**src/hdl/drive_remap_pkg.sv**
```systemverilog
/*
  Constants, types and register map of the drive parameter register remap
  front end. Assumes one 125 MHz clock shared by the APB master, the drive
  parameter port and the network boot logic.
*/
package drive_remap_pkg;

  // Network register space
  localparam int REG_COUNT = 1500;            // Registers numbered 1..1500
  localparam int LOW_SPAN = 1000;             // Registers 1..1000 -> F000..F999
  localparam int HIGH_FIRST = 1001;           // First register of group A
  localparam int GROUP_SIZE = 100;            // Registers per lettered group
  localparam logic [3:0] PARAM_PAGE = 4'hf;   // Leading digit of every code
  localparam logic [3:0] FIRST_LETTER = 4'ha; // Second digit of group A
  localparam logic [15:0] PARAM_LOW = 16'hf000;
  localparam logic [15:0] PARAM_HIGH = 16'hffff;

  // Documented registers, as register numbers (byte address is 4x)
  localparam int TWO_WIRE_COMMAND_ONE = 32'h3e9;
  localparam int TWO_WIRE_FREQUENCY_REF = 32'h3ea;
  localparam int PANEL_OPERATION_WORD = 32'h3ec;
  localparam int FOUR_WIRE_COMMAND_ONE = 32'h3ed;
  localparam int FOUR_WIRE_FREQUENCY_REF = 32'h3ee;
  localparam int OPTION_COMMAND_ONE = 32'h3ef;
  localparam int OPTION_FREQUENCY_REF = 32'h3f0;
  localparam int ACCEL_DECEL_SETTING = 32'h3f2;
  localparam int PANEL_KEY_SELECT = 32'h3f3;
  localparam int EXTERNAL_COMM_SETTING = 32'h3f4;
  localparam int TWO_WIRE_COMMAND_TWO = 32'h3fd;
  localparam int FOUR_WIRE_COMMAND_TWO = 32'h3ff;
  localparam int OPTION_COMMAND_TWO = 32'h400;
  localparam int TORQUE_REF_A = 32'h407;
  localparam int TORQUE_REF_B = 32'h409;
  localparam int TORQUE_REF_C = 32'h40a;
  localparam int TERMINAL_OUTPUT_WORD = 32'h41b;
  localparam int METER_ANALOG_OUT_A = 32'h41c;
  localparam int METER_ANALOG_OUT_B = 32'h41d;

  // Control block byte addresses, above the register window
  localparam logic [15:0] CTRL_ADDR = 16'h2000;
  localparam logic [15:0] PASSWORD_ADDR = 16'h2004;
  localparam logic [15:0] SET_IP_ADDR = 16'h2008;
  localparam logic [15:0] SET_MASK_ADDR = 16'h200c;
  localparam logic [15:0] SET_GW_ADDR = 16'h2010;
  localparam logic [15:0] STATUS_ADDR = 16'h2014;
  localparam logic [15:0] ACT_IP_ADDR = 16'h2018;
  localparam logic [15:0] HWID_LO_ADDR = 16'h201c;
  localparam logic [15:0] HWID_HI_ADDR = 16'h2020;

  // Field positions
  localparam int CTRL_REBOOT_BIT = 0;
  localparam int CTRL_DHCP_BIT = 1;
  localparam int STAT_READY_BIT = 0;
  localparam int STAT_REBOOTING_BIT = 1;
  localparam int STAT_UNLOCKED_BIT = 2;
  localparam int STAT_DHCP_BIT = 3;
  localparam int STAT_DEFAULT_BIT = 4;

  // Reset values and fixed addresses
  localparam logic [31:0] DEFAULT_IP = 32'hc0a8_1066; // 192.168.16.102
  localparam logic [31:0] ZERO_WORD = 32'h0000_0000;

  // Restart time
  localparam longint REBOOT_TIME_S = 30;
  localparam longint CLK_HZ = 125_000_000;
  localparam longint REBOOT_CYC = REBOOT_TIME_S * CLK_HZ;

  // Boot and restart states
  typedef enum logic [1:0] {
    ST_BOOT = 2'b00,
    ST_DHCP = 2'b01,
    ST_READY = 2'b10,
    ST_REBOOT = 2'b11
  } net_state_e;

  // One parameter access toward the drive
  typedef struct packed {
    logic we;
    logic [15:0] param;
    logic [15:0] wdata;
  } drv_cmd_s;

  // Address settings as held by the drive
  typedef struct packed {
    logic [31:0] ip;
    logic [31:0] mask;
    logic [31:0] gw;
    logic dhcp;
    logic static_valid;
  } net_cfg_s;

endpackage : drive_remap_pkg

```
**src/hdl/drive_param_register_remap.sv**
```systemverilog
/*
  APB front end that turns network register numbers into drive parameter
  accesses, plus boot-time address selection, password lock, restart and
  discovery answer. Assumes the drive port, address settings and DHCP engine
  run on clk_i and that the drive acks each request one or more cycles later.
*/
// Design decision made here: the APB interface to the registers.
`timescale 1ns/1ns
`default_nettype none
module drive_param_register_remap #(
  parameter logic [31:0] REBOOT_CYCLES = 32'(drive_remap_pkg::REBOOT_CYC)
) (
  input wire logic clk_i,
  input wire logic rst_b_i,
  input wire logic [15:0] paddr_i,
  input wire logic psel_i,
  input wire logic penable_i,
  input wire logic pwrite_i,
  input wire logic [31:0] pwdata_i,
  output logic [31:0] prdata_o,
  output logic pready_o,
  output logic pslverr_o,
  output logic drv_req_o,
  output drive_remap_pkg::drv_cmd_s drv_cmd_o,
  input wire logic drv_ack_i,
  input wire logic [15:0] drv_rdata_i,
  input wire drive_remap_pkg::net_cfg_s cfg_i,
  input wire logic [47:0] hardware_network_identifier_i,
  input wire logic [31:0] password_i,
  output drive_remap_pkg::net_cfg_s store_o,
  output logic store_valid_o,
  output logic dhcp_req_o,
  input wire logic dhcp_done_i,
  input wire logic dhcp_fail_i,
  input wire logic [31:0] dhcp_ip_i,
  output logic [31:0] act_ip_o,
  output logic rebooting_o,
  input wire logic disc_req_i,
  output logic disc_ack_o,
  output logic [15:0] cmd_word_o,
  output logic [15:0] freq_ref_o
);
  import drive_remap_pkg::*;

  // Register number to drive parameter code, digit by digit
  function automatic logic [15:0] reg_to_param(input logic [10:0] num);
    logic [10:0] idx;
    logic [3:0] lead;
    idx = 11'd0;
    lead = 4'h0;
    if (num <= 11'(LOW_SPAN)) begin
      idx = num - 11'd1;
      lead = 4'(idx / 11'd100);
    end else begin
      idx = num - 11'(HIGH_FIRST);
      lead = FIRST_LETTER + 4'(idx / 11'(GROUP_SIZE));
    end
    reg_to_param = {PARAM_PAGE, lead, 4'((idx / 11'd10) % 11'd10),
                    4'(idx % 11'd10)};
  endfunction : reg_to_param

  // Bus phase and address decode
  wire access = psel_i & penable_i & ~pready_o;
  wire in_window = (paddr_i[15:13] == 3'b000);
  wire [10:0] reg_num = paddr_i[12:2];
  wire num_ok = (reg_num != 11'd0) && (reg_num <= 11'(REG_COUNT));
  wire win_go = access & in_window & num_ok;
  wire win_bad = access & in_window & ~num_ok;
  wire ctl_go = access & ~in_window;

  // Control state
  net_state_e state_reg, state_next;
  logic unlocked_reg; // Set by a matching password
  logic drv_busy_reg; // A drive access is outstanding
  logic [10:0] num_q_reg; // Register number of the outstanding access
  logic using_dhcp_reg; // Active address came from DHCP
  logic default_reg; // Fell back to the built-in address
  logic [31:0] boot_cnt_reg; // Restart timer
  net_cfg_s boot_cfg_reg; // Settings caught at boot

  // Control register decode
  wire is_ctrl = (paddr_i == CTRL_ADDR);
  wire is_pass = (paddr_i == PASSWORD_ADDR);
  wire is_ip = (paddr_i == SET_IP_ADDR);
  wire is_mask = (paddr_i == SET_MASK_ADDR);
  wire is_gw = (paddr_i == SET_GW_ADDR);
  wire is_stat = (paddr_i == STATUS_ADDR);
  wire is_act = (paddr_i == ACT_IP_ADDR);
  wire is_hlo = (paddr_i == HWID_LO_ADDR);
  wire is_hhi = (paddr_i == HWID_HI_ADDR);
  wire is_settings = is_ctrl | is_ip | is_mask | is_gw;
  wire is_ro = is_stat | is_act | is_hlo | is_hhi;
  wire mapped = is_settings | is_pass | is_ro;
  // Locked settings writes and any write to read-only words are refused
  wire ctl_err = ~mapped | (pwrite_i & is_ro) |
                 (pwrite_i & is_settings & ~unlocked_reg);
  wire ctl_wr = ctl_go & pwrite_i & ~ctl_err;
  wire reboot_go = ctl_wr & is_ctrl & pwdata_i[CTRL_REBOOT_BIT];

  // Status word
  wire [31:0] status_word = {27'h0, default_reg, using_dhcp_reg,
                             unlocked_reg, (state_reg == ST_REBOOT),
                             (state_reg == ST_READY)};

  // Read mux for the control block
  wire [31:0] ctl_rdata =
    is_ctrl ? {30'h0, store_o.dhcp, 1'b0} :
    is_ip ? store_o.ip :
    is_mask ? store_o.mask :
    is_gw ? store_o.gw :
    is_stat ? status_word :
    is_act ? act_ip_o :
    is_hlo ? hardware_network_identifier_i[31:0] :
    is_hhi ? {16'h0, hardware_network_identifier_i[47:32]} : ZERO_WORD;

  // Drive request launch and completion
  always_ff @(posedge clk_i or negedge rst_b_i) begin
    if (!rst_b_i) begin
      drv_req_o <= 1'b0;
      drv_busy_reg <= 1'b0;
      drv_cmd_o <= '0;
      num_q_reg <= 11'd0;
    end else begin
      drv_req_o <= 1'b0;
      if (win_go && !drv_busy_reg) begin
        // Forward every in-range number; unused ones the drive just absorbs
        drv_req_o <= 1'b1;
        drv_busy_reg <= 1'b1;
        drv_cmd_o <= '{we: pwrite_i, param: reg_to_param(reg_num),
                       wdata: pwdata_i[15:0]};
        num_q_reg <= reg_num;
      end else if (drv_busy_reg && drv_ack_i) begin
        drv_busy_reg <= 1'b0;
      end
    end
  end

  // Bus answer: one cycle for control and refused numbers, drive ack for in-range numbers
  always_ff @(posedge clk_i or negedge rst_b_i) begin
    if (!rst_b_i) begin
      pready_o <= 1'b0;
      pslverr_o <= 1'b0;
      prdata_o <= ZERO_WORD;
    end else begin
      pready_o <= 1'b0;
      pslverr_o <= 1'b0;
      if (win_bad) begin
        pready_o <= 1'b1;
        pslverr_o <= 1'b1;
        prdata_o <= ZERO_WORD;
      end else if (ctl_go) begin
        pready_o <= 1'b1;
        pslverr_o <= ctl_err;
        prdata_o <= ctl_rdata;
      end else if (access && drv_busy_reg && drv_ack_i) begin
        pready_o <= 1'b1;
        prdata_o <= {16'h0, drv_rdata_i};
      end
    end
  end

  // Shadows of the option command and frequency words
  always_ff @(posedge clk_i or negedge rst_b_i) begin
    if (!rst_b_i) begin
      cmd_word_o <= 16'h0;
      freq_ref_o <= 16'h0;
    end else if (drv_busy_reg && drv_ack_i && drv_cmd_o.we) begin
      if (num_q_reg == 11'(OPTION_COMMAND_ONE)) begin
        cmd_word_o <= drv_cmd_o.wdata;
      end
      if (num_q_reg == 11'(OPTION_FREQUENCY_REF)) begin
        freq_ref_o <= drv_cmd_o.wdata;
      end
    end
  end

  // Password lock; a restart locks again
  always_ff @(posedge clk_i or negedge rst_b_i) begin
    if (!rst_b_i) begin
      unlocked_reg <= 1'b0;
    end else if (state_reg == ST_REBOOT) begin
      unlocked_reg <= 1'b0;
    end else if (ctl_go && pwrite_i && is_pass) begin
      unlocked_reg <= (pwdata_i == password_i);
    end
  end

  // New settings go to the drive store; they act only after a restart
  always_ff @(posedge clk_i or negedge rst_b_i) begin
    if (!rst_b_i) begin
      store_o <= '0;
      store_valid_o <= 1'b0;
    end else begin
      store_valid_o <= 1'b0;
      if (ctl_wr && is_settings && !is_ctrl) begin
        store_valid_o <= 1'b1;
        store_o.static_valid <= 1'b1;
        if (is_ip) store_o.ip <= pwdata_i;
        if (is_mask) store_o.mask <= pwdata_i;
        if (is_gw) store_o.gw <= pwdata_i;
      end else if (ctl_wr && is_ctrl) begin
        store_valid_o <= 1'b1;
        store_o.dhcp <= pwdata_i[CTRL_DHCP_BIT];
      end
    end
  end

  // Boot and restart sequencing
  always_comb begin
    state_next = state_reg;
    case (state_reg)
      ST_BOOT: state_next = boot_cfg_reg.dhcp ? ST_DHCP : ST_READY;
      ST_DHCP: if (dhcp_done_i || dhcp_fail_i) state_next = ST_READY;
      ST_READY: if (reboot_go) state_next = ST_REBOOT;
      ST_REBOOT: if (boot_cnt_reg == 32'd0) state_next = ST_BOOT;
      default: state_next = ST_BOOT;
    endcase
  end

  // State register and restart timer
  always_ff @(posedge clk_i or negedge rst_b_i) begin
    if (!rst_b_i) begin
      state_reg <= ST_REBOOT;
      boot_cnt_reg <= 32'd0;
    end else begin
      state_reg <= state_next;
      if (reboot_go && state_reg == ST_READY) begin
        boot_cnt_reg <= REBOOT_CYCLES - 32'd1;
      end else if (boot_cnt_reg != 32'd0) begin
        boot_cnt_reg <= boot_cnt_reg - 32'd1;
      end
    end
  end

  // Settings are caught once per boot, never while running
  always_ff @(posedge clk_i or negedge rst_b_i) begin
    if (!rst_b_i) begin
      boot_cfg_reg <= '0;
    end else if (state_reg == ST_REBOOT && state_next == ST_BOOT) begin
      boot_cfg_reg <= cfg_i;
    end
  end

  // Active address selection with static fallback
  always_ff @(posedge clk_i or negedge rst_b_i) begin
    if (!rst_b_i) begin
      act_ip_o <= ZERO_WORD;
      using_dhcp_reg <= 1'b0;
      default_reg <= 1'b0;
      dhcp_req_o <= 1'b0;
    end else begin
      dhcp_req_o <= (state_reg == ST_BOOT) && boot_cfg_reg.dhcp;
      if (state_reg == ST_DHCP && dhcp_done_i) begin
        act_ip_o <= dhcp_ip_i;
        using_dhcp_reg <= 1'b1;
        default_reg <= 1'b0;
      end else if ((state_reg == ST_DHCP && dhcp_fail_i) ||
                   (state_reg == ST_BOOT && !boot_cfg_reg.dhcp)) begin
        // No stored address ever: the built-in one is used
        act_ip_o <= boot_cfg_reg.static_valid ? boot_cfg_reg.ip
                                              : DEFAULT_IP;
        using_dhcp_reg <= 1'b0;
        default_reg <= ~boot_cfg_reg.static_valid;
      end
    end
  end

  // Restart flag and discovery answer
  always_ff @(posedge clk_i or negedge rst_b_i) begin
    if (!rst_b_i) begin
      rebooting_o <= 1'b1;
      disc_ack_o <= 1'b0;
    end else begin
      rebooting_o <= (state_next == ST_REBOOT);
      // No subnet check, so a misconfigured unit can still be found
      disc_ack_o <= disc_req_i;
    end
  end

  // Checks
  a_low_map: assert property (@(posedge clk_i) disable iff (!rst_b_i)
    drv_req_o && num_q_reg <= 11'(LOW_SPAN) |->
    drv_cmd_o.param[15:12] == PARAM_PAGE &&
    drv_cmd_o.param[11:8] <= 4'h9)
    else $error("low register mapped outside F000-F999");

  a_high_map: assert property (@(posedge clk_i) disable iff (!rst_b_i)
    drv_req_o && num_q_reg > 11'(LOW_SPAN) |->
    drv_cmd_o.param[11:8] == FIRST_LETTER +
    4'((num_q_reg - 11'(HIGH_FIRST)) / 11'(GROUP_SIZE)))
    else $error("high register mapped to wrong group");

  a_range_reject: assert property (@(posedge clk_i) disable iff (!rst_b_i)
    win_bad |=> pready_o && pslverr_o && !drv_req_o)
    else $error("out of range register not rejected");

  a_unused_ok: assert property (@(posedge clk_i) disable iff (!rst_b_i)
    access && drv_busy_reg && drv_ack_i |=> pready_o && !pslverr_o)
    else $error("in range register completed with error");

  a_hwid_ro: assert property (@(posedge clk_i) disable iff (!rst_b_i)
    ctl_go && pwrite_i && (is_hlo || is_hhi) |=> pslverr_o)
    else $error("identifier write not refused");

  a_lock_reboot: assert property (@(posedge clk_i) disable iff (!rst_b_i)
    state_reg == ST_READY && $past(state_reg) == ST_READY &&
    !$past(unlocked_reg) |-> state_next != ST_REBOOT)
    else $error("reboot accepted while locked");

  a_reboot_state: assert property (@(posedge clk_i) disable iff (!rst_b_i)
    reboot_go && state_reg == ST_READY |=>
    rebooting_o && !status_word[STAT_READY_BIT])
    else $error("reboot not reported");

  a_cfg_hold: assert property (@(posedge clk_i) disable iff (!rst_b_i)
    state_reg == ST_READY |=> $stable(boot_cfg_reg))
    else $error("settings resampled while running");

  a_boot_dhcp: assert property (@(posedge clk_i) disable iff (!rst_b_i)
    state_reg == ST_BOOT && boot_cfg_reg.dhcp |=>
    dhcp_req_o ##0 state_reg == ST_DHCP)
    else $error("DHCP not requested first");

  a_disc_ans: assert property (@(posedge clk_i) disable iff (!rst_b_i)
    disc_req_i |=> disc_ack_o)
    else $error("discovery not answered");

endmodule : drive_param_register_remap
`default_nettype wire

```
**config.mk**
```make
export PLATFORM = sky130hd
export DESIGN_NAME = drive_param_register_remap
export DESIGN_NICKNAME = d
export VERILOG_FILES = /design/src/hdl/drive_remap_pkg.sv /design/src/hdl/drive_param_register_remap.sv
export SDC_FILE = /design/constraint.sdc
export NUM_CORES = 1
export LEC_CHECK = 0
export BUFFER_PORTS_ARGS = -buffer_cell sky130_fd_sc_hd__buf_2
export CORE_MARGIN = 4
export CORE_UTILIZATION = 48
export DETAILED_ROUTE_END_ITERATION = 6
export GPL_TIMING_DRIVEN = 0
export PLACE_DENSITY = 0.85
export SYNTH_ARGS = -nofsm -noshare
export SYNTH_HDL_FRONTEND = slang
export SYNTH_SLANG_ARGS = --single-unit
```
**constraint.sdc**
```tcl
create_clock -name clk_i -period 2.9 [get_ports clk_i]
set_clock_uncertainty 0.05 [all_clocks]
set_input_delay 0 -clock clk_i [delete_from_list [all_inputs] [get_ports clk_i]]
set_output_delay 0 -clock clk_i [all_outputs]
set_load 0.02 [all_outputs]
```
Word-level counts from Yosys, hierarchy flattened
Cells that the tools add are included.

storage, ports and cells
  output and inout bits = 234
  word-level logic and storage cells = 166
  bits in registers = 314

cells by class
  div/mod/pow operators = 5
  $lt $le $gt $ge = 2
  reduce and logical (&&, ||, !) cells = 39
  add/subtract/negate cells = 4
  equal/unequal tests = 16
  multiplexer cells = 40
  bitwise logic cells = 31

operator list
  operator                                                                  number
  32-bit two-way mux                                                        15
  16-bit by 14-bit == test with 1-bit output, second input constant         9
  32-bit == test                                                            1
  32-bit zero test                                                          1
  32-bit nonzero test                                                       1
  32-bit by 1-bit subtractor with 32-bit output, second input constant      1
  11-bit by 7-bit divider with 11-bit output, second input constant         2
  11-bit by 10-bit == test with 1-bit output, second input constant         2
  11-bit by 4-bit remainder unit with 11-bit output, second input constant  2
  11-bit two-way mux                                                        2
  1-bit logical AND                                                         17
  1-bit two-way mux                                                         16
  16-bit two-way mux                                                        1
  1-bit bitwise AND                                                         13
  2-bit AND reduction                                                       6
  11-bit by 4-bit divider with 11-bit output, second input constant         1
  11-bit by 10-bit <= comparator with 1-bit output, second input constant   1
  11-bit <= comparator, second input constant                               1
  11-bit nonzero test                                                       1
  11-bit by 1-bit subtractor with 11-bit output, second input constant      1
  11-bit by 10-bit subtractor with 11-bit output, second input constant     1
  1-bit bitwise OR                                                          10
  2-bit two-way mux                                                         4
  1-bit NOT                                                                 8
  11 further kinds                                                          20

Depth between registers and ports, before layout
  word-level depth = 17
  mapped depth = 31
  gate-level depth less buffers = 29

Worst setup path before layout
OpenSTA, ideal clock, no wires.

  kind = input to register
  from = input paddr_i[2]
  to = register drv_cmd_o[23] (netlist bit)
  stages on the path = 31
  data required time = 2777 ps
  slack = -3443 ps
  arrival = 6220 ps
  setup time = 73 ps
  buffers on the path = 2
  cell sequence = inv_1 ha_1 or3b_1 o21ai_1 and3_1 a21oi_1 maj3_2 a22oi_2 inv_1 ha_1 or2_2 ha_1 clkbuf_1 inv_1 nor2_1 a31oi_1 and3b_1 a221o_1 buf_2 nor4_1 a311oi_1 ha_1 and4b_1 a21oi_2 xnor2_1 ha_1 o2111ai_1 a21oi_1 o21bai_2 a311o_1 a21oi_2

on the way
  cells in the longest elaborated chain, start to end = 5

RTL lines
  item                                                                          RTL line                           RTL
  from (decl)                                                                   drive_param_register_remap.sv:15   input wire logic [15:0] paddr_i,
  11-bit by 10-bit subtractor with 11-bit output, or another cell as far along  drive_param_register_remap.sv:55   idx = num - 11'(HIGH_FIRST);
  11-bit two-way mux                                                            drive_param_register_remap.sv:51   if (num <= 11'(LOW_SPAN)) begin
  11-bit two-way mux                                                            drive_param_register_remap.sv:125  if (win_go && !drv_busy_reg) begin
  11-bit by 4-bit divider with 11-bit output                                    drive_param_register_remap.sv:58   reg_to_param = {PARAM_PAGE, lead, 4'((idx / 11'd10) % 11'd10),
  11-bit by 4-bit remainder unit with 11-bit output                             drive_param_register_remap.sv:58
  to (signal assigned)                                                          drive_param_register_remap.sv:129  drv_cmd_o <= '{we: pwrite_i, param: reg_to_param(reg_num),
  to (decl)                                                                     drive_param_register_remap.sv:24   output drive_remap_pkg::drv_cmd_s drv_cmd_o,

Parallel ways exist; a longest one is shown, timed or not. The select of a mux whose other input is x is not followed.
A chain may end at the register's enable or synchronous reset.

Final worst setup path
Ends and elaborated chain as after synthesis.

==> flow_metrics.py <==
metrics = {
    "run_status": {
        "run_status": "finished, violations left",
        "failing_checks": "design-rule violations, negative hold slack, negative setup slack",
    },
    "power": {
        "ir_drop_v": 0.000504,
        "power-per-cell-area_nw_per_um2": 481,
        "power.total_mw": 13.6,
        "power.static_leakage_nw": 13.0,
    },
    "synth": {
        "synth_flop_cell": "dfrtp_1",
        "synthesis.area_um2": 17900,
        "synthesis.area_per_instance_um2": 9.41,
        "ys_types": 96,
        "ys_warnings": 0,
        "async_flop_share": 1.00,
        "number_of_cells_produced_by_synthesis": 1906,
        "yosys_register_bits": 314,
        "register_area_share_after_synthesis": 0.438,
        "number_of_flops_mapped_to_enable_cells_by_yosys": 0,
        "mappedNetlistNets": 2204,
    },
    "clock_tree": {
        "cts.htree.levels": 2,
        "clock_sinks": 314,
        "root_buffer": "clkbuf_16",
        "clkLatencyLatePin_ns": 0.59,
        "path_clk_slew_ns": 0.06,
        "clock_tree_from_tritoncts": "done",
        "clk_path_buf_depth": 3,
        "tritoncts.num_buffers": 37,
    },
    "timing": {
        "tcrit_tclk_final": 1.83,
        "fmaxAchievable_ghz": 0.189,
        "worst-slew-pin-transition_ns": 1.15,
        "post-route-min-period_ns": 5.30,
        "report.final.setup_viol": 199,
        "timing.final.ws_setup_ns": -2.40,
        "report.final.slew_viol_count": 0,
        "fin_hold_ws_ns": -0.0452,
        "timing_hold_violations_final": 8,
        "rsz0062_at_grt": "yes",
        "relSlewSlack": 0.225,
    },
    "floorplan": {
        "die_h_um": 201,
        "io-pin-count": 517,
        "rows": 70,
        "core_um2": 36700,
        "initial_utilization": 0.489,
        "die_w_um": 201,
        "floorplan.die_area_um2": 40500,
    },
    "placement": {
        "gp_congestion": 0.982,
        "number_of_port_buffers": 450,
        "post-dp-hpwl_um": 59500,
    },
    "worst_setup_path": {
        "worstPathRequired_ns": 3.36,
        "critical_path_class": "input port to flip-flop",
        "signal_arrival_time_at_the_worst_endpoint_ns": 5.77,
        "timing.reg2reg.setup_slack_ns": -0.17,
        "cpPeakStageDelay_ns": 0.57,
        "worst-path-max-fanout": 7,
        "critical_path.startpoint_type": "input port",
        "critPathSlowestCell": "or4_4",
        "crit_end_category": "flip-flop",
    },
    "route": {
        "antenna_violating_nets_post_route": 0,
        "detail_route.vias_per_cell": 6.64,
        "detail_route.iter0.violations": 2723,
        "drc": 7,
        "route.final.wire_length_um": 92700,
        "route.vias.total": 21600,
        "drt-wirelength-per-cell_um": 28.5,
        "first_pass_iters": 7,
    },
    "cells_and_area": {
        "syn2layout_area_growth_pct": 57.8,
        "final.fill_count": 2201,
        "mostFrequentLayoutCell": "buf_2",
        "layout_cells_sized_above_1": 0.452,
        "layout.core_utilization": 0.771,
        "max_reg_flops": 98,
        "layout_common_cells": "buf_2 (446), dfrtp_1 (310), nand2_1 (216), buf_4 (173), nor2_1 (173)",
        "multi_input_area_um2": 11800,
        "final-seq-area_um2": 7860,
        "design.final.nets": 3049,
    },
    "global_route": {
        "grt_pass1_wl_um": 124000,
        "grt_max_degree": 127,
        "grt_usage": 0.396,
        "grt_overflow": 0,
        "vias_in_the_first_global_route": 20200,
        "antenna_found_initial": 8,
    },
    "worst_hold_path": {
        "min-delay-path-class": "input port to async pin",
    },
    "job": {
        "drv.max_cap_violation_count": 0,
    },
}
-- path summary, 6_finish.rpt --
path / startpoint / depth (start not counted) / end
setup / recovery: paddr_i[2] / 29 / drv_cmd_o[23]
hold / removal: rst_b_i / 2 / drv_cmd_o[25]
max in group asynchronous: rst_b_i / 3 / cmd_word_o[6]
setup reg to reg: pready_o / 8 / store_o[20]
min in group clk_i: paddr_i[14] / 5 / pslverr_o
hold reg to reg: drv_cmd_o[16] / 2 / drv_cmd_o[16]
-- cell families (layout without fill, tap and decap cells) --
group           after synthesis  in the layout  share of synthesized area
mux                         171            171                      0.108
xor+xnor                     88             88                     0.0430
compound gates              469            469                      0.183
fa+ha+maj                    18             18                     0.0122
simple gates                707            707                      0.185
buf+inv                     139           1012                     0.0312
other cells                   0              7                          0
flops                       314            314                      0.438
-- area by class of cell --
cell class	count	area share
multi-input cells	1453	0.417
flip-flops and latches	314	0.278
diodes	7	0.000619
plain buffers	100	0.0274
well taps	468	0.0207
clock buffers	52	0.0368
inverters	29	0.00429
clock inverters	15	0.00743
repair buffers	816	0.208
-- what timing repair did --
item	CTS	global route
pin swaps	109	124
hold buffers	144	1
setup buffers	114	95
cloned	1	11
hold endpoints to repair	307	1
gates resized for setup	223	305
setup endpoints to repair	206	215
-- power by group --
group / internal [mW] / switching (mW) / leakage (nW)
clock network: 2.90 / 2.07 / 0.610
registers: 4.61 / 0.225 / 4.09
logic: 1.66 / 2.16 / 8.34
total: 9.16 / 4.45 / 13.0
-- stage by stage --
step / TNS, ns / setup WS, ns / hold WS, ns / instances / instance area [µm²]
4_1_cts: -19.60 / -2.30 / 0.00410 / 3150 / 26100
3_5_place_dp: -199.54 / -3.85 / 0.0248 / 2827 / 21500
5_1_grt: -65.94 / -2.60 / 0.0466 / 3251 / 28300
2_1_floorplan: -32.39 / -2.76 / -0.346 / 1906 / 18600
6_report: -58.30 / -2.40 / -0.0452 / 3254 / 28300
3_3_place_gp: -1595.89 / -4.24 / 0.0597 / 2824 / 21500
-- metal layers --
metal  share of wire  vias to the layer above  routed length (µm)  global-route usage
li1                -                     8713                   -                   -
met1            0.33                    10300               30700               0.471
met2            0.44                     1958               41100               0.638
met3            0.12                      636               11200              0.0909
met4            0.10                        4                9720               0.279
met5         0.00028                        -                  26                   0
-- cells in the mapped netlist (all sizes together), types with 17 or more instances --
| cell type | number | area share |
|---|---|---|
| dfrtp | 311 | 0.43 |
| clkbuf | 86 | 0.018 |
| nor2 | 201 | 0.042 |
| a22o | 17 | 0.0083 |
| nand2 | 230 | 0.048 |
| nand3 | 65 | 0.018 |
| nor3 | 49 | 0.014 |
| inv | 29 | 0.0061 |
| a21oi | 75 | 0.021 |
| buf | 24 | 0.0071 |
| o31ai | 33 | 0.015 |
| mux2 | 166 | 0.10 |
| o211ai | 17 | 0.0071 |
| a221oi | 40 | 0.020 |
| a31oi | 38 | 0.015 |
| nand4 | 24 | 0.0084 |
| a211oi | 37 | 0.016 |
| nor4 | 33 | 0.013 |
| xnor2 | 72 | 0.035 |
| o21ai | 121 | 0.034 |
-- critical path: cells and delay by family --
family | cells | cell delay, ns
fa+ha+maj | 5 | 1.15
buf+inv | 5 | 0.54
compound gates | 11 | 2.35
simple gates | 7 | 1.58
xor+xnor | 1 | 0.13
(Power assumes the default switching activity.)
